$ cat src/pml_lock_defs.vh
// Constants for the programming-mode memory lock block.
// Assumes a byte-wide memory addressed as {page, offset within page}.
`ifndef PML_LOCK_DEFS_VH
`define PML_LOCK_DEFS_VH

// Slave address of the programming port (7 bits)
`define PML_SLAVE_ADDR 7'h50
// Lock byte location and value
`define PML_LOCK_PAGE 8'h30
`define PML_LOCK_OFFSET 7'h60
`define PML_LOCK_BLOCK 2'h3
`define PML_LOCK_VALUE 8'hff
`define PML_ERASE_VALUE 8'h00
// Command codes (values arbitrary)
`define PML_CMD_FULL_ERASE 8'h01
`define PML_CMD_SEQ_READ 8'h02
`define PML_CMD_STATUS 8'h03
`define PML_CMD_PAGE_SELECT 8'h04
`define PML_CMD_SINGLE_WRITE 8'h05
`define PML_CMD_BLOCK_WRITE 8'h06
`define PML_CMD_BLOCK_ADVANCE 8'h07
// Status error codes, low seven bits
`define PML_ERR_NONE 7'h00
`define PML_ERR_WRONG_CMD 7'h05
`define PML_ERR_NOT_ALLOWED 7'h06
// Pending read kinds
`define PML_RD_NONE 2'h0
`define PML_RD_SEQ 2'h1
`define PML_RD_STATUS 2'h2
// Bit counter values within a byte
`define PML_BIT_ACK 4'h8
`define PML_BIT_DONE 4'h9

`endif

$ cat src/pml_lock.v
// Programming-mode I2C slave with memory read-out lock.
// Assumes an asynchronous memory: data stands on mem_rdata_in while mem_rd_out is high,
// a full erase is done by the memory on one mem_erase_out pulse.
`timescale 1ns/10ps
`include "pml_lock_defs.vh"

module pml_lock (
	// Clock and reset
	input wire ref_clk_in,
	input wire rst_in,
	// Programming mode level from pin
	input wire prog_mode_in,
	// I2C pins, SDA open drain
	input wire scl_in,
	input wire sda_in,
	output reg sda_out,
	output reg sda_oe_n_out,
	// Memory port
	output reg [14:0] mem_addr_out,
	output reg mem_rd_out,
	input wire [7:0] mem_rdata_in,
	output reg mem_wr_out,
	output reg [7:0] mem_wdata_out,
	output reg mem_erase_out,
	// Lock state seen by the rest of the device
	output reg locked_out
);

	localparam PH_IDLE = 7'b0000001;
	localparam PH_ADDR = 7'b0000010;
	localparam PH_CMD = 7'b0000100;
	localparam PH_PAGE = 7'b0001000;
	localparam PH_OFF = 7'b0010000;
	localparam PH_WR = 7'b0100000;
	localparam PH_BLK = 7'b1000000;

	function in_id_block;
		input [14:0] a;
		begin
			in_id_block = (a[14:7] == `PML_LOCK_PAGE) && (a[6:5] == `PML_LOCK_BLOCK);
		end
	endfunction

	////////////////////////////////////////////////////////////////////////////
	// Pin synchronisers and edge detection

	reg scl_s1_q, scl_s2_q, scl_s3_q;
	reg sda_s1_q, sda_s2_q, sda_s3_q;
	reg mode_s1_q, mode_s2_q, mode_s3_q;

	always @(posedge ref_clk_in) begin
		if (rst_in) begin
			{scl_s1_q, scl_s2_q, scl_s3_q} <= 3'h7;
			{sda_s1_q, sda_s2_q, sda_s3_q} <= 3'h7;
			{mode_s1_q, mode_s2_q, mode_s3_q} <= 3'h0;
		end else begin
			{scl_s1_q, scl_s2_q, scl_s3_q} <= {scl_in, scl_s1_q, scl_s2_q};
			{sda_s1_q, sda_s2_q, sda_s3_q} <= {sda_in, sda_s1_q, sda_s2_q};
			{mode_s1_q, mode_s2_q, mode_s3_q} <= {prog_mode_in, mode_s1_q, mode_s2_q};
		end
	end

	wire scl_rise = scl_s2_q && !scl_s3_q;
	wire scl_fall = !scl_s2_q && scl_s3_q;
	wire start_cond = scl_s2_q && scl_s3_q && !sda_s2_q && sda_s3_q;
	wire stop_cond = scl_s2_q && scl_s3_q && sda_s2_q && !sda_s3_q;
	wire mode_on = mode_s2_q && !mode_s3_q;
	wire mode_off = !mode_s2_q && mode_s3_q;

	////////////////////////////////////////////////////////////////////////////
	// Byte engine and command handling

	reg [6:0] phase_q;
	reg [3:0] bit_q;
	reg [7:0] rx_q;
	reg [7:0] tx_q;
	reg tx_mode_q;
	reg [1:0] rd_kind_q;
	reg err_pend_q;
	reg [6:0] err_code_q;
	reg [7:0] page_q;
	reg [6:0] off_q;
	reg [4:0] blk_idx_q;
	reg lock_fetch_q;
	reg tx_fetch_q;
	wire [7:0] rx_byte = rx_q;
	wire [14:0] blk_addr = {page_q, off_q[6:5], blk_idx_q};
	wire cmd_allowed_locked = (rx_byte == `PML_CMD_FULL_ERASE) ||
		(rx_byte == `PML_CMD_SEQ_READ) || (rx_byte == `PML_CMD_STATUS);

	always @(posedge ref_clk_in) begin
		if (rst_in) begin
			phase_q <= PH_IDLE;
			bit_q <= 4'h0;
			rx_q <= 8'h00;
			tx_q <= 8'h00;
			tx_mode_q <= 1'b0;
			rd_kind_q <= `PML_RD_NONE;
			err_pend_q <= 1'b0;
			err_code_q <= `PML_ERR_NONE;
			page_q <= 8'h00;
			off_q <= 7'h00;
			blk_idx_q <= 5'h00;
			lock_fetch_q <= 1'b0;
			tx_fetch_q <= 1'b0;
			locked_out <= 1'b0;
			sda_out <= 1'b0;
			sda_oe_n_out <= 1'b1;
			mem_addr_out <= 15'h0000;
			mem_rd_out <= 1'b0;
			mem_wr_out <= 1'b0;
			mem_wdata_out <= 8'h00;
			mem_erase_out <= 1'b0;
		end else begin
			mem_rd_out <= 1'b0;
			mem_wr_out <= 1'b0;
			mem_erase_out <= 1'b0;
			lock_fetch_q <= 1'b0;
			tx_fetch_q <= 1'b0;
			if (lock_fetch_q) begin
				locked_out <= (mem_rdata_in == `PML_LOCK_VALUE);
			end
			if (tx_fetch_q) begin
				tx_q <= mem_rdata_in;
			end
			if (mode_on) begin
				mem_addr_out <= {`PML_LOCK_PAGE, `PML_LOCK_OFFSET};
				mem_rd_out <= 1'b1;
				lock_fetch_q <= 1'b1;
				err_code_q <= `PML_ERR_NONE;
				page_q <= 8'h00;
				off_q <= 7'h00;
			end else if (mode_off) begin
				locked_out <= 1'b0;
				phase_q <= PH_IDLE;
				tx_mode_q <= 1'b0;
				sda_oe_n_out <= 1'b1;
			end else if (!mode_s2_q) begin
				sda_oe_n_out <= 1'b1;
			end else if (start_cond) begin
				phase_q <= PH_ADDR;
				bit_q <= 4'h0;
				tx_mode_q <= 1'b0;
				sda_oe_n_out <= 1'b1;
			end else if (stop_cond) begin
				phase_q <= PH_IDLE;
				tx_mode_q <= 1'b0;
				err_pend_q <= 1'b0;
				sda_oe_n_out <= 1'b1;
			end else if (scl_rise && !phase_q[0]) begin
				if (bit_q < `PML_BIT_ACK) begin
					rx_q <= {rx_q[6:0], sda_s2_q};
				end else if (tx_mode_q) begin
					// Only sequential reads refetch; a status byte must not be overwritten
					if (sda_s2_q || (rd_kind_q == `PML_RD_SEQ) && locked_out &&
						!in_id_block({page_q, off_q})) begin
						tx_mode_q <= 1'b0;
						phase_q <= PH_IDLE;
						if (!sda_s2_q) begin
							err_code_q <= `PML_ERR_NOT_ALLOWED;
						end
					end else if (rd_kind_q == `PML_RD_SEQ) begin
						mem_addr_out <= {page_q, off_q};
						mem_rd_out <= 1'b1;
						tx_fetch_q <= 1'b1;
					end
				end
				bit_q <= bit_q + 4'h1;
			end else if (scl_fall && !phase_q[0]) begin
				if (bit_q == `PML_BIT_ACK && tx_mode_q) begin
					sda_oe_n_out <= 1'b1;
				end else if (bit_q == `PML_BIT_ACK) begin
					sda_oe_n_out <= 1'b0;
					case (phase_q)
					PH_ADDR: begin
						if (rx_byte[7:1] != `PML_SLAVE_ADDR) begin
							sda_oe_n_out <= 1'b1;
							phase_q <= PH_IDLE;
						end else if (!rx_byte[0]) begin
							phase_q <= PH_CMD;
						end else if (rd_kind_q == `PML_RD_STATUS) begin
							tx_q <= {locked_out, err_code_q};
							tx_mode_q <= 1'b1;
							rd_kind_q <= `PML_RD_NONE;
						end else if (rd_kind_q == `PML_RD_SEQ &&
							(!locked_out || in_id_block({page_q, off_q}))) begin
							mem_addr_out <= {page_q, off_q};
							mem_rd_out <= 1'b1;
							tx_fetch_q <= 1'b1;
							tx_mode_q <= 1'b1;
						end else begin
							sda_oe_n_out <= 1'b1;
							err_code_q <= `PML_ERR_NOT_ALLOWED;
							phase_q <= PH_IDLE;
						end
					end
					PH_CMD: begin
						if (err_pend_q) begin
							sda_oe_n_out <= 1'b1;
							phase_q <= PH_IDLE;
						end else if (locked_out && !cmd_allowed_locked) begin
							err_code_q <= `PML_ERR_NOT_ALLOWED;
							err_pend_q <= 1'b1;
						end else begin
							case (rx_byte)
							`PML_CMD_FULL_ERASE: begin
								mem_erase_out <= 1'b1;
								locked_out <= 1'b0;
							end
							`PML_CMD_SEQ_READ: rd_kind_q <= `PML_RD_SEQ;
							`PML_CMD_STATUS: rd_kind_q <= `PML_RD_STATUS;
							`PML_CMD_PAGE_SELECT: phase_q <= PH_PAGE;
							`PML_CMD_SINGLE_WRITE: phase_q <= PH_OFF;
							`PML_CMD_BLOCK_WRITE: begin
								blk_idx_q <= 5'h00;
								phase_q <= PH_BLK;
							end
							`PML_CMD_BLOCK_ADVANCE: begin
								off_q <= {off_q[6:5] + 2'h1, 5'h00};
								if (off_q[6:5] == 2'h3) begin
									page_q <= page_q + 8'h01;
								end
							end
							default: begin
								err_code_q <= `PML_ERR_WRONG_CMD;
								err_pend_q <= 1'b1;
							end
							endcase
						end
					end
					PH_PAGE: begin
						page_q <= rx_byte;
						off_q <= 7'h00;
						phase_q <= PH_CMD;
					end
					PH_OFF: begin
						off_q <= rx_byte[6:0];
						phase_q <= PH_WR;
					end
					PH_WR: begin
						// A lock byte write takes effect at the next mode entry
						mem_addr_out <= {page_q, off_q};
						mem_wdata_out <= rx_byte;
						mem_wr_out <= !locked_out;
						phase_q <= PH_CMD;
					end
					PH_BLK: begin
						mem_addr_out <= blk_addr;
						mem_wdata_out <= rx_byte;
						mem_wr_out <= !locked_out;
						blk_idx_q <= blk_idx_q + 5'h01;
						if (blk_idx_q == 5'h1f) begin
							phase_q <= PH_CMD;
						end
					end
					default: phase_q <= PH_IDLE;
					endcase
				end else if (bit_q == `PML_BIT_DONE) begin
					bit_q <= 4'h0;
					sda_oe_n_out <= tx_mode_q ? tx_q[7] : 1'b1;
					if (tx_mode_q) begin
						tx_q <= {tx_q[6:0], 1'b0};
						if (rd_kind_q == `PML_RD_SEQ) begin
							off_q <= off_q + 7'h01;
						end
					end
				end else if (tx_mode_q) begin
					sda_oe_n_out <= tx_q[7];
					tx_q <= {tx_q[6:0], 1'b0};
				end
			end
		end
	end

endmodule // pml_lock

$ cat config.mk
export PLATFORM = sky130hd
export DESIGN_NAME = pml_lock
export DESIGN_NICKNAME = d
export VERILOG_FILES = /design/src/pml_lock.v
export VERILOG_INCLUDE_DIRS = /design/src /design/src/src
export SDC_FILE = /design/constraint.sdc
export NUM_CORES = 1
export LEC_CHECK = 0
export ABC_AREA = 1
export ABC_CLOCK_PERIOD_IN_PS = 3500
export BUFFER_PORTS_ARGS = -buffer_cell sky130_fd_sc_hd__buf_2
export CAP_MARGIN = 10
export CORE_MARGIN = 2
export CORE_UTILIZATION = 59
export DETAILED_ROUTE_END_ITERATION = 10
export PLACE_DENSITY_LB_ADDON = 0.05
export SLEW_MARGIN = 10
export SYNTH_ARGS = -nofsm -noshare
export SYNTH_HDL_FRONTEND = slang
export SYNTH_SLANG_ARGS = --single-unit
$ cat constraint.sdc
create_clock -name ref_clk_in -period 3.5 [get_ports ref_clk_in]
set_input_delay 0.7 -clock ref_clk_in [delete_from_list [all_inputs] [get_ports ref_clk_in]]
set_output_delay 0.7 -clock ref_clk_in [all_outputs]
set_load 0.01 [all_outputs]
==> metrics, run 1 <==
Final Critical Period 2.60 ns; routed wire length 15.0 mm; ant diodes 0; crit end category flop; Yosys top cell by area dfxtp_1; Critical Path RT 3.79 ns; sum of negative setup slack 0 ns; crit path DAT 2.89 ns; total CTS buffers 9; Die Height 101 µm; Seq/Total Area, Yosys 33.6%; Final ANT Viol Nets 0; initial core utilization 60.3%; Slowest cell on crit path dfxtp_1; internal power 1.44 mW; predominant post-synthesis flop cell dfxtp_1; IO Pins 42; Final WS setup 0.902 ns; period utilization 74.2%; initial antenna violation count 0; Area Growth Syn to Fin 7.85%; post_cts resized 0; worst vdd ir 0.194 mV; Nets 906; sw power 508 µW; Rows 35; critical path cell sequence inv_1, ha_1, nand3_4, clkinv_1, ha_1, inv_1, nand3_1, nor2_2, inv_1, o21ai_0, inv_1, a21oi_1; Final Hold Viols 0; combinational cell fraction of total power 4.7%; hpwl dp 11.5 mm; yosys warns 0; Mapped Cells 849; Max H-tree Level 3; DIE WIDTH 101 µm; DP Worst Slack 0.933 ns; Post-CTS Hold Fix Bufs 0; syn nets 873; dpl cells 982; Pwr Total 1.95 mW; Vias 5485; vias per cell 5.50; maximum fanout along the worst path 15; Clk pin slew, worst setup/hold paths 0.10 ns; RSZ-0062 raised after global routing no; relative slew slack 54.8%; average size of a mapped cell 6.53 µm²; routability cong. 0.999; Crit Path Class reg -> reg; first-pass GRT wire length 24.5 mm; Synth async-reset ratio 0%; post-synthesis sequential element count 93; run status finished, final reports clean; Final Max Slew Viols 0; total of max-cap violations 0; Clock power frac 40.2%; crit-path max cell delay 0.42 ns; hold_ws 0.417 ns; CP Launch Type flop; Total GRT Usage 30.3%; worst-margin pin slew 0.677 ns; pwr/cell area 326 nW/µm²; synth top area cells dfxtp_1 34%, nand2_1 13%, nor2_1 8.7%, inv_1 6.8%, nand3_1 5.5%; CTS max path bufs 2; Core ar. 9200 µm²; final std cells w/o fill 998; post-synth top area share 33.6%; full die area 10200 µm²; most numerous cell on the critical path inv_1; layout cells sized above 1 15.6%; drt drc 0; clock root buffer master clkbuf_8; Iteration-0 DRC Markers 402; endpoints failing setup 0; IO Port Bufs 40; largest net degree at the start of global routing 34; setup bufs post-CTS 0; LEAKAGE 2.69 nW; clock skew 0.0153 ns; Worst Hold Class reg -> reg; worst skew pair latency 0.38 ns; number of distinct library cells after synthesis 47; Net Sw Frac 26.0%; Max Freq 0.385 GHz; Post-Syn Area 5540 µm²; detail-routed net length per standard cell 15.0 µm; CTS tree done; router iterations before antenna repair 5; top post-synthesis cells by count 191 x nand2_1, 129 x nor2_1, 101 x inv_1, 93 x dfxtp_1, 61 x nand3_1; clock sinks 93; vias in the first global route 5164; total grt overflow 0; filler instances 876; Post-synth EDFFs 0; most common cell in the netlist nand2_1; Flop pwr share 55.1%
[power by group through the flow]
stage	clock, mW	combinational [mW]	sequential [mW]
after floorplan	0	0.0625	1.10
after global placement	0	0.0880	1.10
after detailed placement	0	0.0897	1.10
after CTS	0.798	0.0901	1.07
after global routing	0.833	0.101	1.08
final	0.785	0.0910	1.07
[per-stage QoR]
stage	area [µm²]	utilization, %
5_1_grt	5980	65.0
3_5_place_dp	5770	62.7
3_3_place_gp	5770	62.7
2_1_floorplan	5540	-
6_report	5980	65.0
4_1_cts	5980	65.0
[cell usage in the layout (no fill, tap or decap), drive strengths merged]
| cell | Yosys | final |
|---|---|---|
| ha | 11 | 11 |
| clkbuf | 7 | 9 |
| bufinv | 0 | 1 |
| nand2 | 201 | 201 |
| and3 | 1 | 1 |
| nand3b | 4 | 4 |
| o2111ai | 1 | 1 |
| o221ai | 1 | 1 |
| nor2 | 157 | 157 |
| nor3b | 1 | 1 |
| nand3 | 66 | 66 |
| xor2 | 2 | 2 |
| o21ai | 59 | 59 |
| inv | 117 | 121 |
| o31ai | 1 | 1 |
| clkinv | 2 | 3 |
| o21bai | 2 | 2 |
| buf | 16 | 45 |
| clkinvlp | 0 | 1 |
| conb | 1 | 1 |
| o22ai | 1 | 1 |
| a211oi | 9 | 9 |
| nor3 | 15 | 15 |
| dfxtp | 93 | 93 |
| nor4 | 3 | 3 |
| a21oi | 50 | 50 |
| a31oi | 1 | 1 |
| mux2 | 5 | 5 |
| nand4 | 15 | 15 |
| xnor2 | 1 | 1 |
| or2 | 6 | 6 |
[flip-flops by register name (all words and copies together), names as in the netlist, 2 cells and up]
| signal | count |
|---|---|
| rd_kind_q | 2 |
| mem_addr_out | 15 |
| page_q | 8 |
| err_code_q | 3 |
| off_q | 7 |
| mem_wdata_out | 8 |
| phase_q | 7 |
| blk_idx_q | 5 |
| tx_q | 8 |
| rx_byte | 8 |
| bit_q | 4 |
[logic make-up (layout without fill, tap and decap cells)]
logic type,Yosys count,in the layout,synth area share (%)
and+or+nand+nor,469,469,39.2
other,1,1,0.0676
buffers and inverters,142,180,10.8
xor gates and xnor gates,3,3,0.474
DFF,93,93,33.6
AOI/OAI and AO/OA,125,125,12.3
muxes,5,5,1.02
adders and majority gates,11,11,2.48
[area by class of cell]
cell class | instances | area, µm² | area share [%]
well taps | 111 | 139 | 2.32
clock buffers | 9 | 124 | 2.07
inverters | 119 | 447 | 7.47
clock inverters | 7 | 86.3 | 1.44
multi-input cells | 614 | 3080 | 51.6
repair buffers | 45 | 238 | 3.98
flip-flops and latches | 93 | 1860 | 31.1
[layer usage]
metal	track usage (%)	share of wire (%)
met1	38.8	44
met2	51.6	47
met3	3.68	5.9
met4	12.3	2.6
met5	0	0
[final timing paths]
kind | from | to | cells after the start | slack, ns
hold reg to reg | scl_s1_q | scl_s2_q | 1 | 0.42
setup reg to reg | bit_q[0] | tx_q[7] | 12 | 0.90
setup / recovery | bit_q[0] | tx_q[7] | 12 | 0.90
hold / removal | scl_s1_q | scl_s2_q | 1 | 0.42
[worst max-delay path, delay by kind of cell (launching register included)]
| kind | cells | cell delay [ns] |
|---|---|---|
| and+or+nand+nor | 3 | 0.66 |
| buffers and inverters | 5 | 0.64 |
| adders and majority gates | 2 | 0.52 |
| DFF | 1 | 0.42 |
| AOI/OAI and AO/OA | 2 | 0.29 |
Note: power is estimated with default switching activity, not from simulation.
==> inputs of run 2 (changes only) <==
ABC_AREA = 0   (was 1)
ABC_CLOCK_PERIOD_IN_PS = 2100   (was 3500)
CORE_UTILIZATION = 54   (was 59)
clock period = 2.1 ns   (was 3.5 ns; I/O delays follow)
==> metrics, run 2 <==
clock root buffer master clkbuf_8 (unchanged); Net Sw Frac 25.4% (was 26.0%); syn nets 602 (was 873); top post-synthesis cells by count 93 x dfxtp_1, 70 x nor2_1, 37 x a21oi_1, 34 x mux2i_1, 34 x nand2_1 (was 191 x nand2_1, 129 x nor2_1, 101 x inv_1, 93 x dfxtp_1, 61 x nand3_1); worst skew pair latency 0.37 ns (was 0.38 ns); critical path cell sequence inv_2, ha_4, nand3b_1, inv_4, ha_4, or4b_4, nor2_4, o221ai_2, a311o_1, or4_1, a21oi_1 (was inv_1, ha_1, nand3_4, clkinv_1, ha_1, inv_1, nand3_1, nor2_2, inv_1, o21ai_0, inv_1, a21oi_1); Final WS setup -0.592 ns (was 0.902 ns); number of distinct library cells after synthesis 74 (was 47); drt drc 0 (unchanged); Synth async-reset ratio 0% (unchanged); Hold EP scl_s1_q (was scl_s2_q); yosys warns 0 (unchanged); failing checks negative setup slack; Final Hold Viols 0 (unchanged); total CTS buffers 9 (unchanged); Nets 773 (was 906); Max H-tree Level 3 (unchanged); Yosys top cell by area dfxtp_1 (unchanged); vias in the first global route 5104 (was 5164); Layout Utilization 81.6% (was 65.0%); largest net degree at the start of global routing 61 (was 34); Flop pwr share 57.6% (was 55.1%); dpl cells 819 (was 982); Core ar. 8810 µm² (was 9200 µm²); initial core utilization 56.3% (was 60.3%); clock sinks 93 (unchanged); HP Start scl_in (was scl_s1_q); total of max-cap violations 0 (unchanged); IO Pins 42 (unchanged); Clock power frac 37.2% (was 40.2%); ant diodes 0 (unchanged); endpoints failing setup 73 (was 0); flip-flop count of the largest register after layout 15 (unchanged); average size of a mapped cell 8.57 µm² (was 6.53 µm²); Final Critical Period 2.69 ns (was 2.60 ns); initial antenna violation count 0 (unchanged); IO Port Bufs 40 (unchanged); maximum fanout along the worst path 3 (was 15); Rows 34 (was 35); commonest cells after routing, fill and taps aside 136 x buf_4, 88 x dfxtp_1, 67 x nor2_1 (was 191 x nand2_1, 129 x nor2_1, 101 x inv_1); Crit Path Class reg -> reg (unchanged); LEAKAGE 2.89 nW (was 2.69 nW); Total GRT Usage 33.1% (was 30.3%); post-synthesis sequential element count 93 (unchanged); detail-routed net length per standard cell 19.1 µm (was 15.0 µm); period utilization 128% (was 74.2%); layout cells sized above 1 43.7% (was 15.6%); routed wire length 16.4 mm (was 15.0 mm); commonest non-fill, non-tap cell in the layout buf_4 (was nand2_1); routability cong. 1.00 (was 0.999); Final Max Slew Viols 0 (unchanged); Hold Path Depth 2 (was 1); Post-Syn Area 4960 µm² (was 5540 µm²); Slowest cell on crit path or4b_4 (was dfxtp_1); CTS max path bufs 2 (unchanged); router iterations before antenna repair 6 (was 5); most common cell in the netlist dfxtp_1 (was nand2_1); Final ANT Viol Nets 0 (unchanged); crit path DAT 2.98 ns (was 2.89 ns); vias per cell 6.15 (was 5.50); Post-CTS Hold Fix Bufs 0 (unchanged); Iteration-0 DRC Markers 486 (was 402); DP Area 6340 µm² (was 5770 µm²); CP Launch Type flop (unchanged); Reg2Reg Capture Point phase_q[5] (was tx_q[7]); Seq/Total Area, Yosys 37.6% (was 33.6%); first-pass GRT wire length 26.1 mm (was 24.5 mm); RSZ-0062 raised after global routing yes (was no); Post-synth EDFFs 0 (unchanged); crit-path max cell delay 0.55 ns (was 0.42 ns); CTS tree done (unchanged); Clk pin slew, worst setup/hold paths 0.09 ns (was 0.10 ns); Vias 5299 (was 5485); post-synth top area share 37.6% (was 33.6%); hold_ws 0.230 ns (was 0.417 ns); Worst Hold Class in -> reg (was reg -> reg); synth top area cells dfxtp_1 38%, mux2i_1 6.9%, nor2_1 5.3%, a21oi_1 3.7%, mux2_2 3.0% (was dfxtp_1 34%, nand2_1 13%, nor2_1 8.7%, inv_1 6.8%, nand3_1 5.5%); worst vdd ir 0.288 mV (was 0.194 mV); reg2reg setup slack -0.59 ns (was 0.90 ns); run status finished, violations left (was finished, final reports clean); most numerous cell on the critical path ha_4 (was inv_1); total grt overflow 0 (unchanged); Design Area, Final 7190 µm² (was 5980 µm²); Largest Register mem_addr_out (unchanged); final std cells w/o fill 861 (was 998); hpwl dp 11.1 mm (was 11.5 mm); predominant post-synthesis flop cell dfxtp_1 (unchanged); Mapped Cells 578 (was 849); worst-margin pin slew 0.583 ns (was 0.677 ns); RR Startpoint bit_q[1] (was bit_q[0]); sw power 785 µW (was 508 µW); combinational cell fraction of total power 5.2% (was 4.7%); internal power 2.31 mW (was 1.44 mW); full die area 9960 µm² (was 10200 µm²); Die Height 99.8 µm (was 101 µm); relative slew slack 61.0% (was 54.8%); pwr/cell area 431 nW/µm² (was 326 nW/µm²); crit end category flop (unchanged); Critical Path RT 2.39 ns (was 3.79 ns); filler instances 581 (was 876); R2R cell count 11 (was 12); clock skew 0.0177 ns (was 0.0153 ns); DIE WIDTH 99.8 µm (was 101 µm); Area Growth Syn to Fin 45.1% (was 7.85%); Max Freq 0.371 GHz (was 0.385 GHz)
run 2: cell count changes in the layout (fill, tap and decap cells not counted), moves of 44 or more:
cell	before	now
nand2_1	191	31
buf_4	5	136
inv_1	101	4
nor2_1	129	67
nand3_1	61	17
o21ai_0	55	11
run 2: timing repair:
action                                 in CTS  in global routing
resized for setup                          64                 40
setup endpoints to repair                  73                 74
pin swaps                                  47                 29
gates cloned                                1                  0
endpoints found under the hold margin       0                  0
buffers inserted                           20                  9
run 2: through the flow:
stage	setup TNS (ns)	setup WS (ns)	power [mW]
2_1_floorplan	-31.40	-0.811	1.90
5_1_grt	-37.59	-0.688	3.19
4_1_cts	-24.62	-0.507	3.09
6_report	-30.35	-0.592	3.10
3_3_place_gp	-26.04	-0.523	1.97
3_5_place_dp	-29.52	-0.597	1.97
run 2: cell families after synthesis:
kind of cell / Yosys count / share of synthesized area [%]
xor gates and xnor gates: 5 / 0.884
muxes: 47 / 9.82
DFF: 93 / 37.6
other: 1 / 0.0757
buffers and inverters: 45 / 3.89
adders and majority gates: 11 / 2.78
and+or+nand+nor: 235 / 25.0
AOI/OAI and AO/OA: 141 / 20.0
run 2: worst max-delay path by stage:
stage                          start         end  slack (ns)  cells past startpoint
after floorplan             bit_q[0]  phase_q[5]       -0.81                     13
final                       bit_q[1]  phase_q[5]       -0.59                     11
after CTS                   bit_q[1]  phase_q[5]       -0.51                     11
after global routing        bit_q[1]  phase_q[5]       -0.69                     11
after detailed placement    bit_q[1]  tx_fetch_q       -0.60                     12
after global placement    phase_q[1]  phase_q[4]       -0.52                      8
run 2: layer usage:
metal | track usage (%) | share of wire, % | vias to the layer above
li1 | - | - | 2497
met1 | 45.0 | 43 | 2488
met2 | 53.3 | 46 | 252
met3 | 5.43 | 7.3 | 62
met4 | 11.9 | 3.0 | 0
met5 | 0 | 0 | -
run 2: power groups by stage:
stage | logic (mW) | clock network (mW) | registers, mW
CTS | 0.153 | 1.16 | 1.78
floorplan | 0.0705 | 0 | 1.83
detailed placement | 0.146 | 0 | 1.82
global placement | 0.144 | 0 | 1.82
finish | 0.160 | 1.15 | 1.78
global route | 0.172 | 1.23 | 1.78
run 2: critical path, delay by kind of cell, from the launching register on:
kind            cells  cell delay (ns)
simple gates        4             1.21
compound gates      3             0.63
flops               1             0.36
fa+ha+maj           2             0.30
buf+inv             2             0.11
run 2: final cells by class:
| cell class | instances | area (µm²) | area share [%] |
|---|---|---|---|
| clock buffer | 10 | 138 | 1.91 |
| clock inverter | 5 | 43.8 | 0.609 |
| inverter | 9 | 36.3 | 0.505 |
| multi-input combinational | 441 | 3500 | 48.7 |
| sequential | 93 | 1870 | 26.0 |
| tap | 108 | 135 | 1.88 |
| timing repair buffer | 195 | 1470 | 20.4 |
